**src/inc/sox_consts.svh**
```systemverilog
// offsets, field positions, reset values and fixed counts of the output expander
`ifndef SOX_CONSTS_SVH
`define SOX_CONSTS_SVH

// register byte offsets
`define SOX_OFF_CTRL 8'h00
`define SOX_OFF_STATUS 8'h04
`define SOX_OFF_EVENT 8'h08
`define SOX_OFF_FRAMES 8'h0c

// control fields
`define SOX_CTRL_HOLD_BIT 0
`define SOX_CTRL_FORCE_OFF_BIT 1
`define SOX_CTRL_RESET 2'h0

// event fields, write one to clear
`define SOX_EVT_OVERFLOW_BIT 0
`define SOX_EVT_SHORT_BIT 1

// reset values
`define SOX_STAGES_RESET 8'h00
`define SOX_STORE_RESET 8'h00

// bus answers
`define SOX_RESP_OKAY 2'h0
`define SOX_RESP_SLVERR 2'h2

// stages per expander and saturation of the bit counter
`define SOX_STAGES 8
`define SOX_BITCOUNT_MAX 8'hff

`endif

```
**src/inc/sox_pkg.sv**
```systemverilog
// types shared by the output expander files
package sox_pkg;

    typedef struct packed {
        logic shiftClk;
        logic storeClk;
        logic serData;
        logic outEnN;
    } sox_pins_t;

    typedef struct packed {
        logic [7:0] bitCount;
        logic oeActive;
        logic overflow;
        logic full;
        logic empty;
        logic [7:0] storage;
        logic [7:0] stages;
    } sox_status_t;

    typedef enum logic [0:0] {WR_IDLE, WR_RESP} sox_wr_state_t;
    typedef enum logic [0:0] {RD_IDLE, RD_RESP} sox_rd_state_t;

endpackage

```
**src/core/sox_expander.sv**
```systemverilog
// serial-in parallel-out output expander with register access
//
// How it works
// RULE1: shift stages and storage, separate clocks, eight outputs
// RULE2: shift clock rise samples data, advances stages
// RULE3: first bit in ends at highest output
// RULE4: storage clock rise copies stages, stages unchanged; here via the fifo, held by the control hold bit, dropped if fifo full
// RULE5: serial in to first stage, last stage cascades
// RULE6: clear low zeroes stages asynchronously
// RULE7: enable low drives outputs, else released; the control force-off bit also releases them here
// RULE8: chain cascade output to next data input
// RULE9: controller link clock drives shift clock
// RULE10: controller select edge drives storage clock
// RULE11: controller link data drives serial input
// RULE12: controller port pin drives output enable
// RULE13: controller streams output data downstream
// RULE14: controller upstream receive channel unused
// RULE15: controller sends low bit first, remap
// RULE16: inverted controller clock gives mode 0
// RULE17: triggered mode sends one frame when idle
// RULE18: repetition mode sends frames continuously
// RULE19: eight shift clocks per expander per strobe
`timescale 1ns/1ns
`include "sox_consts.svh"
module sox_expander
    import sox_pkg::*;
#(
    parameter int FIFO_DEPTH = 8
) (
    // clock and reset
    input wire logic clk,
    input wire logic srst,
    // expander pins
    input wire logic shiftClockIn,
    input wire logic storageClockIn,
    input wire logic serialDataIn,
    input wire logic shiftClearN,
    input wire logic outputEnableN,
    output logic [7:0] parallelOut,
    output logic parallelOutOe,
    output logic cascadeSerialOut,
    // axi4-lite write address
    input wire logic awvalid,
    output logic awready,
    input wire logic [7:0] awaddr,
    input wire logic [2:0] awprot,
    // axi4-lite write data
    input wire logic wvalid,
    output logic wready,
    input wire logic [31:0] wdata,
    input wire logic [3:0] wstrb,
    // axi4-lite write response
    output logic bvalid,
    input wire logic bready,
    output logic [1:0] bresp,
    // axi4-lite read address
    input wire logic arvalid,
    output logic arready,
    input wire logic [7:0] araddr,
    input wire logic [2:0] arprot,
    // axi4-lite read data
    input wire logic rvalid_unused_guard,
    output logic rvalid,
    input wire logic rready,
    output logic [31:0] rdata,
    output logic [1:0] rresp
);
    // pin synchronisers and edge finders
    sox_pins_t pinRaw;
    sox_pins_t pinMeta_reg;
    sox_pins_t pinSync_reg;
    sox_pins_t pinPrev_reg;
    logic shiftEdge;
    logic storeEdge;

    // datapath state
    logic [7:0] stages_reg;
    logic [7:0] storage_reg;
    logic oeActive_reg;
    logic [7:0] bitCount_reg;
    logic [15:0] frames_reg;
    logic overflow_reg;
    logic shortFrame_reg;
    logic [1:0] ctrl_reg;

    // fifo wiring
    logic fifoInReady;
    logic fifoOutValid;
    logic fifoOutReady;
    logic [7:0] fifoOutData;

    // bus state
    sox_wr_state_t wrState_reg;
    sox_rd_state_t rdState_reg;
    logic awHave_reg;
    logic [7:0] awAddr_reg;
    logic wHave_reg;
    logic [31:0] wData_reg;
    logic [3:0] wStrb_reg;
    logic [1:0] bresp_reg;
    logic [31:0] rdata_reg;
    logic [1:0] rresp_reg;
    logic doWrite;
    logic wrCtrl;
    logic wrEvent;
    sox_status_t status;

    function automatic logic isMapped(input logic [7:0] a);
        return (a == `SOX_OFF_CTRL) || (a == `SOX_OFF_STATUS) ||
               (a == `SOX_OFF_EVENT) || (a == `SOX_OFF_FRAMES);
    endfunction

    // ---- pins ----
    assign pinRaw = '{shiftClk: shiftClockIn, storeClk: storageClockIn,
                      serData: serialDataIn, outEnN: outputEnableN};

    always_ff @(posedge clk) begin
        if (srst) begin
            pinMeta_reg <= '{shiftClk: 1'b0, storeClk: 1'b0, serData: 1'b0, outEnN: 1'b1};
            pinSync_reg <= '{shiftClk: 1'b0, storeClk: 1'b0, serData: 1'b0, outEnN: 1'b1};
            pinPrev_reg <= '{shiftClk: 1'b0, storeClk: 1'b0, serData: 1'b0, outEnN: 1'b1};
        end else begin
            pinMeta_reg <= pinRaw;
            pinSync_reg <= pinMeta_reg;
            pinPrev_reg <= pinSync_reg;
        end
    end

    // rising edges of the two independent clocks
    assign shiftEdge = pinSync_reg.shiftClk && !pinPrev_reg.shiftClk; // RULE1 RULE2
    assign storeEdge = pinSync_reg.storeClk && !pinPrev_reg.storeClk; // RULE1 RULE4

    // ---- shift stages ----
    always_ff @(posedge clk or negedge shiftClearN) begin
        if (!shiftClearN) begin
            stages_reg <= `SOX_STAGES_RESET; // RULE6
        end else if (srst) begin
            stages_reg <= `SOX_STAGES_RESET;
        end else if (shiftEdge) begin
            stages_reg <= {stages_reg[6:0], pinSync_reg.serData}; // RULE2 RULE3 RULE5
        end
    end

    assign cascadeSerialOut = stages_reg[`SOX_STAGES-1]; // RULE5 RULE8

    // ---- bits shifted since last strobe ----
    always_ff @(posedge clk) begin
        if (srst) begin
            bitCount_reg <= 8'h00;
        end else if (storeEdge) begin
            bitCount_reg <= shiftEdge ? 8'h01 : 8'h00;
        end else if (shiftEdge && bitCount_reg != `SOX_BITCOUNT_MAX) begin
            bitCount_reg <= bitCount_reg + 8'h01;
        end
    end

    // strobe after a count that is zero or not whole bytes
    always_ff @(posedge clk) begin
        if (srst) begin
            shortFrame_reg <= 1'b0;
        end else if (storeEdge && (bitCount_reg == 8'h00 || bitCount_reg[2:0] != 3'h0)) begin
            shortFrame_reg <= 1'b1; // RULE19
        end else if (wrEvent && wData_reg[`SOX_EVT_SHORT_BIT]) begin
            shortFrame_reg <= 1'b0;
        end
    end

    // ---- storage path through the fifo ----
    sox_fifo #(
        .WIDTH(8),
        .DEPTH(FIFO_DEPTH)
    ) u_fifo (
        .clk(clk),
        .srst(srst),
        .inValid(storeEdge),
        .inReady(fifoInReady),
        .inData(stages_reg), // RULE4
        .outValid(fifoOutValid),
        .outReady(fifoOutReady),
        .outData(fifoOutData)
    );

    assign fifoOutReady = !ctrl_reg[`SOX_CTRL_HOLD_BIT];

    always_ff @(posedge clk) begin
        if (srst) begin
            storage_reg <= `SOX_STORE_RESET;
        end else if (fifoOutValid && fifoOutReady) begin
            storage_reg <= fifoOutData; // RULE1 RULE4
        end
    end

    // strobe refused while the fifo is full
    always_ff @(posedge clk) begin
        if (srst) begin
            overflow_reg <= 1'b0;
        end else if (storeEdge && !fifoInReady) begin
            overflow_reg <= 1'b1;
        end else if (wrEvent && wData_reg[`SOX_EVT_OVERFLOW_BIT]) begin
            overflow_reg <= 1'b0;
        end
    end

    always_ff @(posedge clk) begin
        if (srst) begin
            frames_reg <= 16'h0000;
        end else if (storeEdge && fifoInReady) begin
            frames_reg <= frames_reg + 16'h0001;
        end
    end

    // ---- output drivers ----
    always_ff @(posedge clk) begin
        if (srst) begin
            oeActive_reg <= 1'b0;
        end else begin
            oeActive_reg <= !pinSync_reg.outEnN && !ctrl_reg[`SOX_CTRL_FORCE_OFF_BIT]; // RULE7 RULE12
        end
    end

    assign parallelOut = storage_reg; // RULE1
    assign parallelOutOe = oeActive_reg; // RULE7

    // ---- write channel ----
    assign awready = (wrState_reg == WR_IDLE) && !awHave_reg;
    assign wready = (wrState_reg == WR_IDLE) && !wHave_reg;
    assign doWrite = (wrState_reg == WR_IDLE) && awHave_reg && wHave_reg;
    assign wrCtrl = doWrite && (awAddr_reg == `SOX_OFF_CTRL) && wStrb_reg[0];
    assign wrEvent = doWrite && (awAddr_reg == `SOX_OFF_EVENT) && wStrb_reg[0];
    assign bvalid = (wrState_reg == WR_RESP);
    assign bresp = bresp_reg;

    always_ff @(posedge clk) begin
        if (srst) begin
            awHave_reg <= 1'b0;
            awAddr_reg <= 8'h00;
        end else if (awvalid && awready) begin
            awHave_reg <= 1'b1;
            awAddr_reg <= {awaddr[7:2], 2'b00};
        end else if (doWrite) begin
            awHave_reg <= 1'b0;
        end
    end

    always_ff @(posedge clk) begin
        if (srst) begin
            wHave_reg <= 1'b0;
            wData_reg <= 32'h0000_0000;
            wStrb_reg <= 4'h0;
        end else if (wvalid && wready) begin
            wHave_reg <= 1'b1;
            wData_reg <= wdata;
            wStrb_reg <= wstrb;
        end else if (doWrite) begin
            wHave_reg <= 1'b0;
        end
    end

    always_ff @(posedge clk) begin
        if (srst) begin
            wrState_reg <= WR_IDLE;
            bresp_reg <= `SOX_RESP_OKAY;
        end else begin
            unique case (wrState_reg)
                WR_IDLE: begin
                    if (doWrite) begin
                        wrState_reg <= WR_RESP;
                        bresp_reg <= isMapped(awAddr_reg) ? `SOX_RESP_OKAY : `SOX_RESP_SLVERR;
                    end
                end
                WR_RESP: begin
                    if (bready) begin
                        wrState_reg <= WR_IDLE;
                    end
                end
            endcase
        end
    end

    always_ff @(posedge clk) begin
        if (srst) begin
            ctrl_reg <= `SOX_CTRL_RESET;
        end else if (wrCtrl) begin
            ctrl_reg <= wData_reg[1:0];
        end
    end

    // ---- read channel ----
    assign status = '{bitCount: bitCount_reg, oeActive: oeActive_reg, overflow: overflow_reg,
                      full: !fifoInReady, empty: !fifoOutValid,
                      storage: storage_reg, stages: stages_reg};
    assign arready = (rdState_reg == RD_IDLE);
    assign rvalid = (rdState_reg == RD_RESP);
    assign rdata = rdata_reg;
    assign rresp = rresp_reg;

    always_ff @(posedge clk) begin
        if (srst) begin
            rdState_reg <= RD_IDLE;
            rdata_reg <= 32'h0000_0000;
            rresp_reg <= `SOX_RESP_OKAY;
        end else begin
            unique case (rdState_reg)
                RD_IDLE: begin
                    if (arvalid) begin
                        rdState_reg <= RD_RESP;
                        rresp_reg <= isMapped({araddr[7:2], 2'b00}) ? `SOX_RESP_OKAY : `SOX_RESP_SLVERR;
                        unique case ({araddr[7:2], 2'b00})
                            `SOX_OFF_CTRL: rdata_reg <= {30'h0000_0000, ctrl_reg};
                            `SOX_OFF_STATUS: rdata_reg <= {4'h0, status};
                            `SOX_OFF_EVENT: rdata_reg <= {30'h0000_0000, shortFrame_reg, overflow_reg};
                            `SOX_OFF_FRAMES: rdata_reg <= {16'h0000, frames_reg};
                            default: rdata_reg <= 32'h0000_0000;
                        endcase
                    end
                end
                RD_RESP: begin
                    if (rready) begin
                        rdState_reg <= RD_IDLE;
                    end
                end
            endcase
        end
    end
endmodule

```
**src/core/sox_fifo.sv**
```systemverilog
// fifo between the store strobe and the storage register
`timescale 1ns/1ns
module sox_fifo #(
    parameter int WIDTH = 8,
    parameter int DEPTH = 8
) (
    // clock and reset
    input wire logic clk,
    input wire logic srst,
    // fill side
    input wire logic inValid,
    output logic inReady,
    input wire logic [WIDTH-1:0] inData,
    // drain side
    output logic outValid,
    input wire logic outReady,
    output logic [WIDTH-1:0] outData
);
    localparam int PW = (DEPTH > 1) ? $clog2(DEPTH) : 1;

    logic [WIDTH-1:0] mem [DEPTH];
    logic [PW-1:0] wrPtr_reg;
    logic [PW-1:0] rdPtr_reg;
    logic [PW:0] count_reg;
    logic push;
    logic pop;

    assign inReady = (count_reg != (PW+1)'(DEPTH));
    assign outValid = (count_reg != '0);
    assign outData = mem[rdPtr_reg];
    assign push = inValid && inReady;
    assign pop = outValid && outReady;

    always_ff @(posedge clk) begin
        if (push) begin
            mem[wrPtr_reg] <= inData;
        end
    end

    always_ff @(posedge clk) begin
        if (srst) begin
            wrPtr_reg <= '0;
        end else if (push) begin
            wrPtr_reg <= (wrPtr_reg == PW'(DEPTH - 1)) ? '0 : wrPtr_reg + 1'b1;
        end
    end

    always_ff @(posedge clk) begin
        if (srst) begin
            rdPtr_reg <= '0;
        end else if (pop) begin
            rdPtr_reg <= (rdPtr_reg == PW'(DEPTH - 1)) ? '0 : rdPtr_reg + 1'b1;
        end
    end

    always_ff @(posedge clk) begin
        if (srst) begin
            count_reg <= '0;
        end else if (push && !pop) begin
            count_reg <= count_reg + 1'b1;
        end else if (pop && !push) begin
            count_reg <= count_reg - 1'b1;
        end
    end
endmodule

```
**config.mk**
```make
export PLATFORM = sky130hd
export DESIGN_NAME = sox_expander
export DESIGN_NICKNAME = d
export VERILOG_FILES = /design/src/inc/sox_pkg.sv /design/src/core/sox_expander.sv /design/src/core/sox_fifo.sv
export VERILOG_INCLUDE_DIRS = /design/src /design/src/inc
export SDC_FILE = /design/constraint.sdc
export NUM_CORES = 1
export LEC_CHECK = 0
export BUFFER_PORTS_ARGS = -buffer_cell sky130_fd_sc_hd__buf_2
export CAP_MARGIN = 20
export CORE_MARGIN = 4
export CORE_UTILIZATION = 40
export DETAILED_ROUTE_END_ITERATION = 12
export PLACE_DENSITY_LB_ADDON = 0.3
export REMOVE_ABC_BUFFERS = 1
export SLEW_MARGIN = 20
export SYNTH_ARGS = -nofsm -noshare
export SYNTH_HDL_FRONTEND = slang
export SYNTH_SLANG_ARGS = --single-unit
```
**constraint.sdc**
```tcl
create_clock -name clk -period 2.8 [get_ports clk]
set_input_delay 0.56 -clock clk [delete_from_list [all_inputs] [get_ports clk]]
set_output_delay 0.56 -clock clk [all_outputs]
set_load 0.005 [all_outputs]
```
* Yosys cells after proc, flatten, opt, wreduce, memory -nomap -nowiden
Memories as Yosys holds them, arrays and structs flattened. A register that Yosys moved wholly into a read port is not among the register bits.
Index checks and enable logic that the tools add are counted.
** Storage, ports and cells
- Logic and storage cells :: 130
- Memory bits (read-only) :: 0
- Latch bits :: 0
- Flip-flop bits (word level) :: 106
- Output and inout port bits :: 51
- Bits in writable memories :: 64
- Memories kept :: 1
** Memory list
- u_fifo.mem :: depth 8, bits a word 8, read ports 1, clocked after memory_dff 1, write ports 1, RTL line sox_fifo.sv:21 : logic [WIDTH-1:0] mem [DEPTH];
** Cells by class
- Divide/modulo/power cells :: 0
- Muxes and demuxes :: 27
- Bitwise gates (word level) :: 2
- Reduce and logical (&&, ||, !) cells :: 54
- Magnitude comparators :: 0
- Add/subtract/negate cells :: 6
- Multiply operators :: 0
- Shifts and indexed selects :: 0
- Equality and inequality tests :: 10
** Operator list (count)
- 28-bit one-hot mux with 4 select lines :: 1
- 8-bit 2-to-1 mux :: 4
- 6-bit by 2-bit == test with 1-bit output, second input constant :: 4
- 1-bit logical AND :: 22
- 16-bit by 1-bit adder with 16-bit output, second input constant :: 1
- 8-bit logical NOT :: 2
- 1-bit 2-to-1 mux :: 14
- 2-bit nonzero test :: 7
- 6-bit by 1-bit == test with 1-bit output, second input constant :: 2
- 1-bit logical NOT :: 11
- 8-bit by 1-bit adder with 8-bit output, second input constant :: 1
- 4-bit 2-to-1 mux :: 2
- 8-bit inequality test, second input constant :: 1
- 1-bit logical OR :: 7
- 3-bit by 1-bit adder with 3-bit output, second input constant :: 2
- 3-bit == test, second input constant :: 2
- 6-bit logical NOT :: 1
- 3-bit 2-to-1 mux :: 2
- 4-bit by 1-bit adder with 4-bit output, second input constant :: 1
- 2-bit 2-to-1 mux :: 2
- 4-bit inequality test, second input constant :: 1
- 1-bit one-hot mux with 2 select lines :: 2
- 2-bit AND reduction :: 2
- 4-bit nonzero test :: 1
- other kinds (3) :: 4

* Longest topological paths before layout
Gate-level depths: netlist (run 1).
- Depth in word-level cells :: 8
- Mapped depth :: 11
- Mapped depth without buffers :: 10

* Hierarchy
From an unflattened synthesis (run 1), not the netlist that was laid out.
** Unflattened totals
- Cells, all modules :: 588
- Area total of the unflattened synthesis :: 7139.3 um2
** Modules (own cells, without submodules)
- sox_expander :: area each 4008.8 um2, sequential area each 2001.9 um2, cells an instance 420, times used 1
- sox_fifo :: area each 3130.5 um2, sequential area each 2182.1 um2, cells an instance 168, times used 1

* Worst setup path after synthesis (run 1)
No wires, ideal clock.
- Path kind :: register to register
- From :: reg u_fifo.count_reg[0]
- To :: reg u_fifo.count_reg[3]
- Cell stages (with the launch flop) :: 11
- Arrival time :: 2.758 ns
- Required time :: 2.679 ns
- Path slack :: -0.079 ns
- Period minus slack after synthesis :: 2.879 ns
- Library setup time :: 0.121 ns
- Cell sequence :: dfxtp_1 or4b_2 nand2_1 inv_1 ha_1 inv_1 ha_1 a21oi_1 a211oi_1 a31oi_1 mux2_2
** On the way
- Cells in the longest elaborated chain, start to end :: 5
- Elaborated cells on any way between the ends :: 13
- Classes of those cells :: 2 x add/sub; 1 x eq/ne; 2 x mux; 8 x reduce/logical
** RTL lines
- start: declaration :: RTL line sox_fifo.sv:24 : logic [PW:0] count_reg;
- start signal: assignment :: RTL line sox_fifo.sv:60 : count_reg <= count_reg + 1'b1;
- start signal: assignment :: RTL line sox_fifo.sv:62 : count_reg <= count_reg - 1'b1;
- 4-bit inequality test * :: RTL line sox_fifo.sv:28 : assign inReady = (count_reg != (PW+1)'(DEPTH));
- 1-bit logical AND * :: RTL line sox_fifo.sv:31 : assign push = inValid && inReady;
- named net u_fifo.push :: RTL line sox_fifo.sv:25 : logic push;
- 1-bit logical NOT :: RTL line sox_fifo.sv:61 : end else if (pop && !push) begin
- 1-bit logical AND :: RTL line sox_fifo.sv:61
- 2-bit nonzero test (no line)
The timed path passes the listed nets; every way through them passes the cells marked *. The select of a mux whose other input is x is not followed.
A chain may end at the register's enable or synchronous reset.

* Worst setup path after layout (run 1)
- From :: reg u_fifo.count_reg[3]
- To :: reg u_fifo.count_reg[3]
Same word-level chain as after synthesis.

==> results of run 1 <==
==> metal layers <==
| metal | vias up | part of all wire | track usage |
|---|---|---|---|
| met1 | 2233 | 0.44 | 0.204 |
| met2 | 124 | 0.48 | 0.250 |
| li1 | 2286 | - | - |
| met3 | 12 | 0.066 | 0.0448 |
| met4 | 0 | 0.0096 | 0.0433 |
| met5 | - | 0 | 0 |
==> timing repair <==
item	4_1_cts	5_1_grt
buffers inserted	0	0
setup endpoints to repair	1	1
resized for setup	1	3
hold buffers	1	0
endpoints found under the hold margin	8	0
==> logic make-up (layout without fill, tap and decap cells) <==
kind of cell             Yosys count  in the layout  synth area share
AND/OR/NAND/NOR                  202            202             0.148
flip-flops                       172            172             0.604
AO/OA/AOI/OAI                     93             93            0.0830
multiplexers                      46             46             0.101
buffers and inverters             44            136            0.0282
XOR/XNOR                          12             12            0.0154
adder cells (fa/ha/maj)           11             11            0.0212
other                              1              6          0.000549
==> stage by stage <==
stage | setup WS, ps | cells | cell area, sq um | power [mW] | utilization
after floorplan | -75.0 | 553 | 6700 | 3.63 | -
after global placement | 119 | 865 | 7500 | 4.03 | 0.451
after detailed placement | 24.6 | 865 | 7500 | 4.07 | 0.451
after CTS | 24.7 | 898 | 8090 | 6.38 | 0.486
after global routing | 110 | 898 | 8100 | 6.61 | 0.487
final | 279 | 898 | 8100 | 6.30 | 0.487
==> layout make-up <==
type	count	area, sq um	area share
sequential	172	4130	0.510
clock inverter	13	141	0.0175
clock buffer	19	433	0.0535
multi-input combinational	370	2540	0.314
timing repair buffer	93	536	0.0661
tap	220	275	0.0340
inverter	11	41.3	0.00510
==> synth_stat cells (all sizes together), types with 3 or more instances <==
master  number
dfrtp        8
nand2       51
a21oi       33
xor2         5
or4          7
mux4        18
nor4b        3
and2         3
mux2i       27
nand4        4
nor3        20
nand4b       3
o21ai       22
buf         13
a211oi       3
nor2b       13
a31oi        3
nor2        58
nor4         5
o22ai        8
edfxtp      64
a22o        12
o31ai        4
xnor2        7
nand2b       9
nand3       12
inv         11
dfxtp      100
clkbuf      20
or3          3
ha          10
==> power by group through the flow <==
stage	Sequential, mW	Combinational, mW	Clock [mW]
global route	2.93	1.24	2.44
detailed placement	2.96	1.12	0
finish	2.90	1.12	2.28
global placement	2.95	1.08	0
floorplan	2.95	0.678	0
CTS	2.91	1.13	2.34
==> worst max-delay path, cell delays in order (launching register included) <==
cell and delay [ps]:
dfxtp_2 370, or4b_4 490, nand2_1 110, inv_1 70, ha_1 210, inv_2 90, ha_1 280, a21oi_2 180
a211oi_1 90, a31oi_1 170, mux2_2 350
==> worst paths after layout <==
kind / start / end / slack (ps) / cells past startpoint
worst max register to register: u_fifo.count_reg[3] / u_fifo.count_reg[3] / 280 / 10
worst min register to register: pinSync_reg[0] / parallelOutOe / 390 / 1
min in group asynchronous: shiftClearN / stages_reg[4] / 540 / 2
max in group asynchronous: shiftClearN / stages_reg[3] / 2090 / 2
worst max-delay path: u_fifo.count_reg[3] / u_fifo.count_reg[3] / 280 / 10
worst min-delay path: outputEnableN / pinMeta_reg[0] / 330 / 2
==> impl_metrics.tcl, run 1 <==
set metrics [dict create \
    status "finished, final reports clean" \
    worst_hold_path_type "in2reg" \
    p_leak_nw 3.08 \
    yosysTopAreaCell "dfxtp_1" \
    clockBufferDepth 2 \
    grt_first_pass_wirelength_um 23700 \
    drtIter0Drc 364 \
    synth.distinct_cells 52 \
    cts_root_buf "clkbuf_16" \
    finalHoldViolCount 0 \
    htreeDepth 4 \
    p_per_area_nw_per_um2 779 \
    max-vdd-ir-drop_mv 0.439 \
    fmax_mhz 397 \
    worst_skew_pair.late_latency_ps 420 \
    rsz0062_at_grt "false" \
    layout_commonest_cell "dfxtp_1" \
    power.switching_mw 1.71 \
    fp-row-count 47 \
    cap_violations 0 \
    numPortBuffers 71 \
    synth-seq-cells 172 \
    async_flop_share 0.0465 \
    wirelength_um 14600 \
    diodes 0 \
    cts_made_buffers 17 \
    synth_area_sq_um 6830 \
    critPathMaxFanout 6 \
    synthDominantCellAreaShare 0.293 \
    syn_to_final_growth_pct 18.5 \
    seq_area_frac_synth 0.604 \
    period_minus_slack_ps 2520 \
    syn_inst 581 \
    hold-worst-slack_ps 329 \
    via_per_inst 5.18 \
    routedWlPerCell_um 16.3 \
    synth_ff_type "dfxtp_1" \
    setup_viol 0 \
    cp.arrival_ps 2830 \
    post_synth.cell_area_avg_sq_um 11.8 \
    criticalPathCategory "reg2reg" \
    worst_slew_pin_slew_ps 889 \
    final_max_slew_viol_count 0 \
    largest_reg_flops 64 \
    dieArea_sq_um 19200 \
    crit_path_start_kind "flip-flop" \
    maxSlewHeadroom 0.407 \
    final_layout_size_suffix_gt1_frac 0.226 \
    clkTransAtPathRegs_ps 60 \
    grt_overflow 0 \
    fp.dieH_um 139 \
    core_area_sq_um 16600 \
    grt_max_degree 80 \
    synth_edf_count 64 \
    post-dp-hpwl_um 10100 \
    vias 4655 \
    drc 0 \
    worst_clock_skew_ps 8.27 \
    seq_power_share 0.460 \
    p_sw_frac 0.271 \
    tns_ps 0 \
    first_global_vias 4596 \
    post-route-period-util 0.900 \
    final_cell_mix "dfxtp_1 (99), buf_2 (71), edfxtp_1 (64)" \
    dr.pass1.iters 4 \
    grt_util_all_layers 0.154 \
    yosys_warnings 0 \
    fp.dieW_um 139 \
    start_util 0.411 \
    cts_tree "yes" \
    clock-sinks 172 \
    fin_nets 747 \
    pwr-share-clk 0.362 \
    synth_area_leaders "dfxtp_1 (29%), edfxtp_1 (28%), mux4_2 (5.9%), mux2i_1 (4.0%), nor2_1 (3.1%)" \
    pwr-share-comb 0.178 \
    gp_congestion 0.804 \
    end_kind "flip-flop" \
    ant_nets 0 \
    fill_cells 1486 \
    io_pins 122 \
    critPathRequiredTime_ps 3110 \
    p_int_mw 4.59 \
    antenna_found_initial 0 \
]
Note: power is estimated with default switching activity, not from simulation.
==> run 2, diff against run 1 <==
Settings changed: BUFFER_PORTS_ARGS -buffer_cell sky130_fd_sc_hd__buf_2 to unset, CTS_BUF_LIST set to sky130_fd_sc_hd__clkbuf_4, DONT_BUFFER_PORTS set to 1.
==> impl_metrics.tcl, run 2 (same netlist as run 1, synthesis figures left out) <==
set metrics [dict create \
    p_per_area_nw_per_um2 704 \
    post-route-period-util 0.952 \
    cap_violations 0 \
    first_global_vias 4540 \
    reg2reg_setup_slack_ps 130 \
    fmax_mhz 375 \
    grt_overflow 0 \
    core_area_sq_um 16600 \
    period_minus_slack_ps 2670 \
    clock-sinks 172 \
    drc 0 \
    cts_root_buf "clkbuf_4" \
    holdPathStages 1 \
    gp_congestion 0.784 \
    diodes 0 \
    cts_tree "yes" \
    dieArea_sq_um 19200 \
    hold_end "stages_reg[3]" \
    drtIter0Drc 366 \
    seqCellArea_sq_um 4130 \
    p_int_mw 3.73 \
    crit_path_start_kind "flip-flop" \
    worst_skew_pair.late_latency_ps 570 \
    dp.cells 794 \
    critical_path_buf_inv_count 2 \
    busiest_layer "met2" \
    max-vdd-ir-drop_mv 0.350 \
    critical_path.cell_chain "or4b_2 -> nand2_1 -> inv_1 -> ha_1 -> inv_2 -> ha_1 -> a21oi_2 -> a211oi_1 -> a31oi_1 -> mux2_2" \
    fp-row-count 47 \
    final_cell_mix "dfxtp_1 (99), edfxtp_1 (64), nor2_1 (56)" \
    worst_clock_skew_ps 23.3 \
    p_sw_frac 0.291 \
    dr.pass1.iters 5 \
    crit_family "simple AND/OR/NAND/NOR gates" \
    setup_viol 0 \
    critPathSlowestCell "or4b_2" \
    routedWlPerCell_um 17.4 \
    ant_nets 0 \
    critPathMaxFanout 4 \
    worst_slew_pin_slew_ps 852 \
    grt_util_all_layers 0.154 \
    maxSlewHeadroom 0.431 \
    use_met2 0.248 \
    multi_input_area_sq_um 2540 \
    reg2reg_to "u_fifo.count_reg[3]" \
    power.switching_mw 1.53 \
    criticalPathCategory "reg2reg" \
    antenna_found_initial 0 \
    use_met1 0.193 \
    grt_first_pass_wirelength_um 23600 \
    syn_to_final_growth_pct 9.34 \
    cp.arrival_ps 3120 \
    fp.dieH_um 139 \
    wirelength_um 14500 \
    cts_made_buffers 17 \
    final_max_slew_viol_count 0 \
    pwr-share-clk 0.248 \
    numPortBuffers 0 \
    status "finished, final reports clean" \
    clkTransAtPathRegs_ps 130 \
    fill_cells 1522 \
    timing.critical_path.mode_cell "ha_1" \
    fin_nets 682 \
    htreeDepth 4 \
    post-route-cell-area_sq_um 7470 \
    p_leak_nw 2.65 \
    grt_max_degree 69 \
    finalHoldViolCount 0 \
    seq_power_share 0.554 \
    utilization 0.449 \
    min_from "srst" \
    largest_reg_flops 64 \
    dpl-instance-area_sq_um 7150 \
    critPathRequiredTime_ps 3260 \
    max_stage_delay_ps 710 \
    clockBufferDepth 2 \
    cp-startpoint "u_fifo.count_reg[0]" \
    fp.dieW_um 139 \
    final_cells 833 \
    pwr-share-comb 0.197 \
    vias 4504 \
    final_layout_size_suffix_gt1_frac 0.135 \
    layout_commonest_cell "dfxtp_1" \
    grt.met3_usage 0.0497 \
    rr_startpoint "u_fifo.count_reg[0]" \
    end_kind "flip-flop" \
    via_per_inst 5.41 \
    start_util 0.411 \
    io_pins 122 \
    post-dp-hpwl_um 9930 \
    reg2regPathDepth 10 \
    worst_hold_path_type "in2reg" \
]
[run 2: cell types whose count changed in the layout (fill, tap and decap cells not counted), sizes merged]
cell,delta
bufinv,-1
clkinvlp,-4
dlygate4sd3,+5
buf,-70
clkbuf,+2
inv,+3
[run 2: area by class of cell]
class / count / area share
Clock inverter: 11 / 0.0124
Clock buffer: 21 / 0.0211
Multi-Input combinational cell: 370 / 0.340
Sequential cell: 172 / 0.552
Timing Repair Buffer: 28 / 0.0318
Tap cell: 220 / 0.0368
Inverter: 11 / 0.00553
[run 2: what timing repair did]
item                                   CTS  global route
buffers inserted                         0             1
resized for setup                        0             3
setup endpoints to repair                0             1
hold buffers                             3             3
endpoints found under the hold margin   21             2
[run 2: worst reg2reg max path, delay by kind of cell (launching register included)]
family,cells,cell delay [ps]
and+or+nand+nor,2,840
adders and majority gates,2,480
buffers and inverters,2,170
DFF,1,340
AOI/OAI and AO/OA,3,410
muxes,1,340
[run 2: worst max-delay path by stage]
| stage | to | slack [ps] | depth (start not counted) |
|---|---|---|---|
| after floorplan | u_fifo.count_reg[3] | -80 | 10 |
| after global placement | u_fifo.count_reg[3] | 110 | 10 |
| after detailed placement | u_fifo.count_reg[3] | 40 | 10 |
| after CTS | u_fifo.count_reg[3] | 10 | 10 |
| after global routing | u_fifo.count_reg[3] | -3 | 10 |
| final | u_fifo.count_reg[3] | 130 | 10 |
[run 2: stage by stage]
stage	setup slack [ps]	power, mW	setup TNS (ps)	hold slack (ps)
floorplan	-75.0	3.63	-75.0	264
global placement	109	3.96	0	265
detailed placement	40.0	3.99	0	265
CTS	14.7	5.31	0	2.53
global route	-2.90	5.60	-2.90	5.16
finish	134	5.26	0	71.5
[run 2: power groups by stage]
stage	Sequential [mW]	Combinational, mW	Clock [mW]
detailed placement	2.98	1.01	0
CTS	2.93	1.02	1.36
floorplan	2.95	0.678	0
global route	2.95	1.18	1.47
global placement	2.98	0.981	0
finish	2.92	1.04	1.31
[run 2: layer usage]
metal / part of all wire / vias up
met3: 0.071 / 11
met2: 0.48 / 118
met1: 0.44 / 2222
met4: 0.0094 / 0
met5: 0 / -
li1: - / 2153
==> run 3, diff against run 2 <==
Settings changed: ABC_AREA set to 1, PLACE_DENSITY set to 0.65, PLACE_DENSITY_LB_ADDON 0.3 to unset, RECOVER_POWER set to 50.
==> impl_metrics.tcl, run 3 <==
set metrics [dict create \
    crit_path_start_kind "flip-flop" \
    htreeDepth 4 \
    synth.distinct_cells 41 \
    layout_commonest_cell "nand2_1" \
    yosysTopAreaCell "dfxtp_1" \
    end_kind "flip-flop" \
    grt_first_pass_wirelength_um 25500 \
    final_cell_mix "nand2_1 (162), nor2_1 (152), dfxtp_1 (100)" \
    seq_power_share 0.530 \
    async_flop_share 0.0465 \
    dieArea_sq_um 20800 \
    gp_congestion 0.771 \
    seqCellArea_sq_um 4120 \
    setup_viol 0 \
    worst_slew_pin_slew_ps 1260 \
    multi_input_area_sq_um 2740 \
    fin_ws_ps 424 \
    p_sw_frac 0.325 \
    max-vdd-ir-drop_mv 0.269 \
    vias 5468 \
    totalPowerFinal_mw 5.43 \
    tns_ps 0 \
    fp.dieH_um 144 \
    pwr-share-clk 0.247 \
    syn_to_final_growth_pct 4.88 \
    worst_skew_pair.late_latency_ps 550 \
    p_int_mw 3.67 \
    cts_root_buf "clkbuf_4" \
    ant_nets 0 \
    post_synth.cell_area_avg_sq_um 8.61 \
    criticalPathCategory "reg2reg" \
    grt_max_degree 57 \
    fill_cells 1794 \
    cp.arrival_ps 2870 \
    synth.most_common_cell "nand2_1" \
    final_max_slew_viol_count 0 \
    via_per_inst 4.97 \
    largest_reg_flops 64 \
    synth_edf_count 64 \
    cts_tree "yes" \
    clkTransAtPathRegs_ps 130 \
    core_area_sq_um 18100 \
    clockBufferDepth 2 \
    fp-row-count 49 \
    dr.pass1.iters 5 \
    first_global_vias 5145 \
    wirelength_um 15900 \
    synth_ff_type "dfxtp_1" \
    rsz0062_at_grt "false" \
    synth_area_sq_um 7430 \
    fmax_mhz 421 \
    grt_overflow 0 \
    worst_hold_path_type "in2reg" \
    critPathMaxFanout 29 \
    synth-seq-cells 172 \
    fp.dieW_um 144 \
    drc 0 \
    critPathRequiredTime_ps 3300 \
    finalHoldViolCount 0 \
    synthDominantCellAreaShare 0.269 \
    netlist_top_cells_count "nand2_1 (162), nor2_1 (148), dfxtp_1 (100), inv_1 (76), o21ai_0 (67)" \
    routedWlPerCell_um 14.4 \
    syn_inst 863 \
    yosys_warnings 0 \
    final_layout_size_suffix_gt1_frac 0.0758 \
    post-dp-hpwl_um 10800 \
    maxSlewHeadroom 0.160 \
    p_per_area_nw_per_um2 697 \
    power.switching_mw 1.76 \
    period_minus_slack_ps 2380 \
    numPortBuffers 0 \
    cap_violations 0 \
    fin_nets 940 \
    worst_clock_skew_ps 22.0 \
    post-route-period-util 0.848 \
    grt_util_all_layers 0.156 \
    antenna_found_initial 1 \
    pwr-share-comb 0.223 \
    clock-sinks 172 \
    post-place-ws_ps 487 \
    io_pins 122 \
    status "finished, final reports clean" \
    synth_area_leaders "dfxtp_1 (27%), edfxtp_1 (26%), nand2_1 (8.2%), nor2_1 (7.5%), o21ai_0 (4.5%)" \
    p_leak_nw 3.02 \
    seq_area_frac_synth 0.555 \
    start_util 0.411 \
    cts_made_buffers 17 \
    drtIter0Drc 276 \
    hold-worst-slack_ps 67.5 \
]
[run 3: cells by family (layout without fill, tap and decap cells)]
family	count (synthesis)	count (layout)	synth area share
and+or+nand+nor	410	410	0.245
DFF	172	172	0.555
AOI/OAI and AO/OA	141	141	0.101
buffers and inverters	124	127	0.0743
adders and majority gates	11	11	0.0195
xor gates and xnor gates	4	4	0.00472
other	1	7	0.000505
[run 3: routing by layer]
metal  wire (um)  part of all wire  up-vias  global-route usage
met5           0                 0        -                   0
met4         196             0.012        0              0.0383
met3        1070             0.068       19              0.0559
met2        7280              0.46      134               0.249
met1        7350              0.46     2520               0.203
li1            -                 -     2795                   -
[run 3: timing repair]
| action | 4_1_cts | 5_1_grt |
|---|---|---|
| setup buffers | 0 | 0 |
| hold buffers | 1 | 1 |
| gates resized for setup | 0 | 0 |
| endpoints found under the hold margin | 8 | 20 |
[run 3: final timing paths]
check                                    start  slack (ps)  cells after the start       endpoint
max in group asynchronous          shiftClearN        2180                      1  stages_reg[7]
worst min-delay path                      srst          70                      1      rdata[23]
worst max-delay path                    rvalid         420                      7      rdata[15]
worst min register to register  pinSync_reg[0]         390                      1  parallelOutOe
worst max register to register          rvalid         420                      7      rdata[15]
min in group asynchronous          shiftClearN         340                      1  stages_reg[3]
[run 3: power by group through the flow]
| stage | Sequential [mW] | Clock [mW] | Combinational [mW] |
|---|---|---|---|
| 2_1_floorplan | 2.95 | 0 | 0.812 |
| 3_3_place_gp | 2.93 | 0 | 1.19 |
| 3_5_place_dp | 2.94 | 0 | 1.22 |
| 4_1_cts | 2.88 | 1.39 | 1.22 |
| 5_1_grt | 2.90 | 1.49 | 1.41 |
| 6_report | 2.88 | 1.34 | 1.21 |
[run 3: worst max-delay path, cell delays in order (launching register included)]
cell     delay (ps)
dfxtp_1         360
nor2_1          430
inv_1           620
nor2_8          520
nand2_1         170
nand3_1         120
nand2_1          50
inv_1            60
[run 3: through the flow]
step / utilization / std cells / area [sq um]
2_1_floorplan: - / 830 / 7220
3_3_place_gp: 0.418 / 1066 / 7560
3_5_place_dp: 0.418 / 1066 / 7560
4_1_cts: 0.432 / 1099 / 7820
5_1_grt: 0.431 / 1101 / 7790
6_report: 0.431 / 1101 / 7790
[run 3: area by class of cell]
cell class	count	share of cell area
multi-input cells	572	0.351
flip-flops and latches	172	0.529
inverters	86	0.0414
well taps	229	0.0368
clock buffers	20	0.0193
clock inverters	12	0.0133
repair buffers	9	0.00819
diodes	1	0.000321
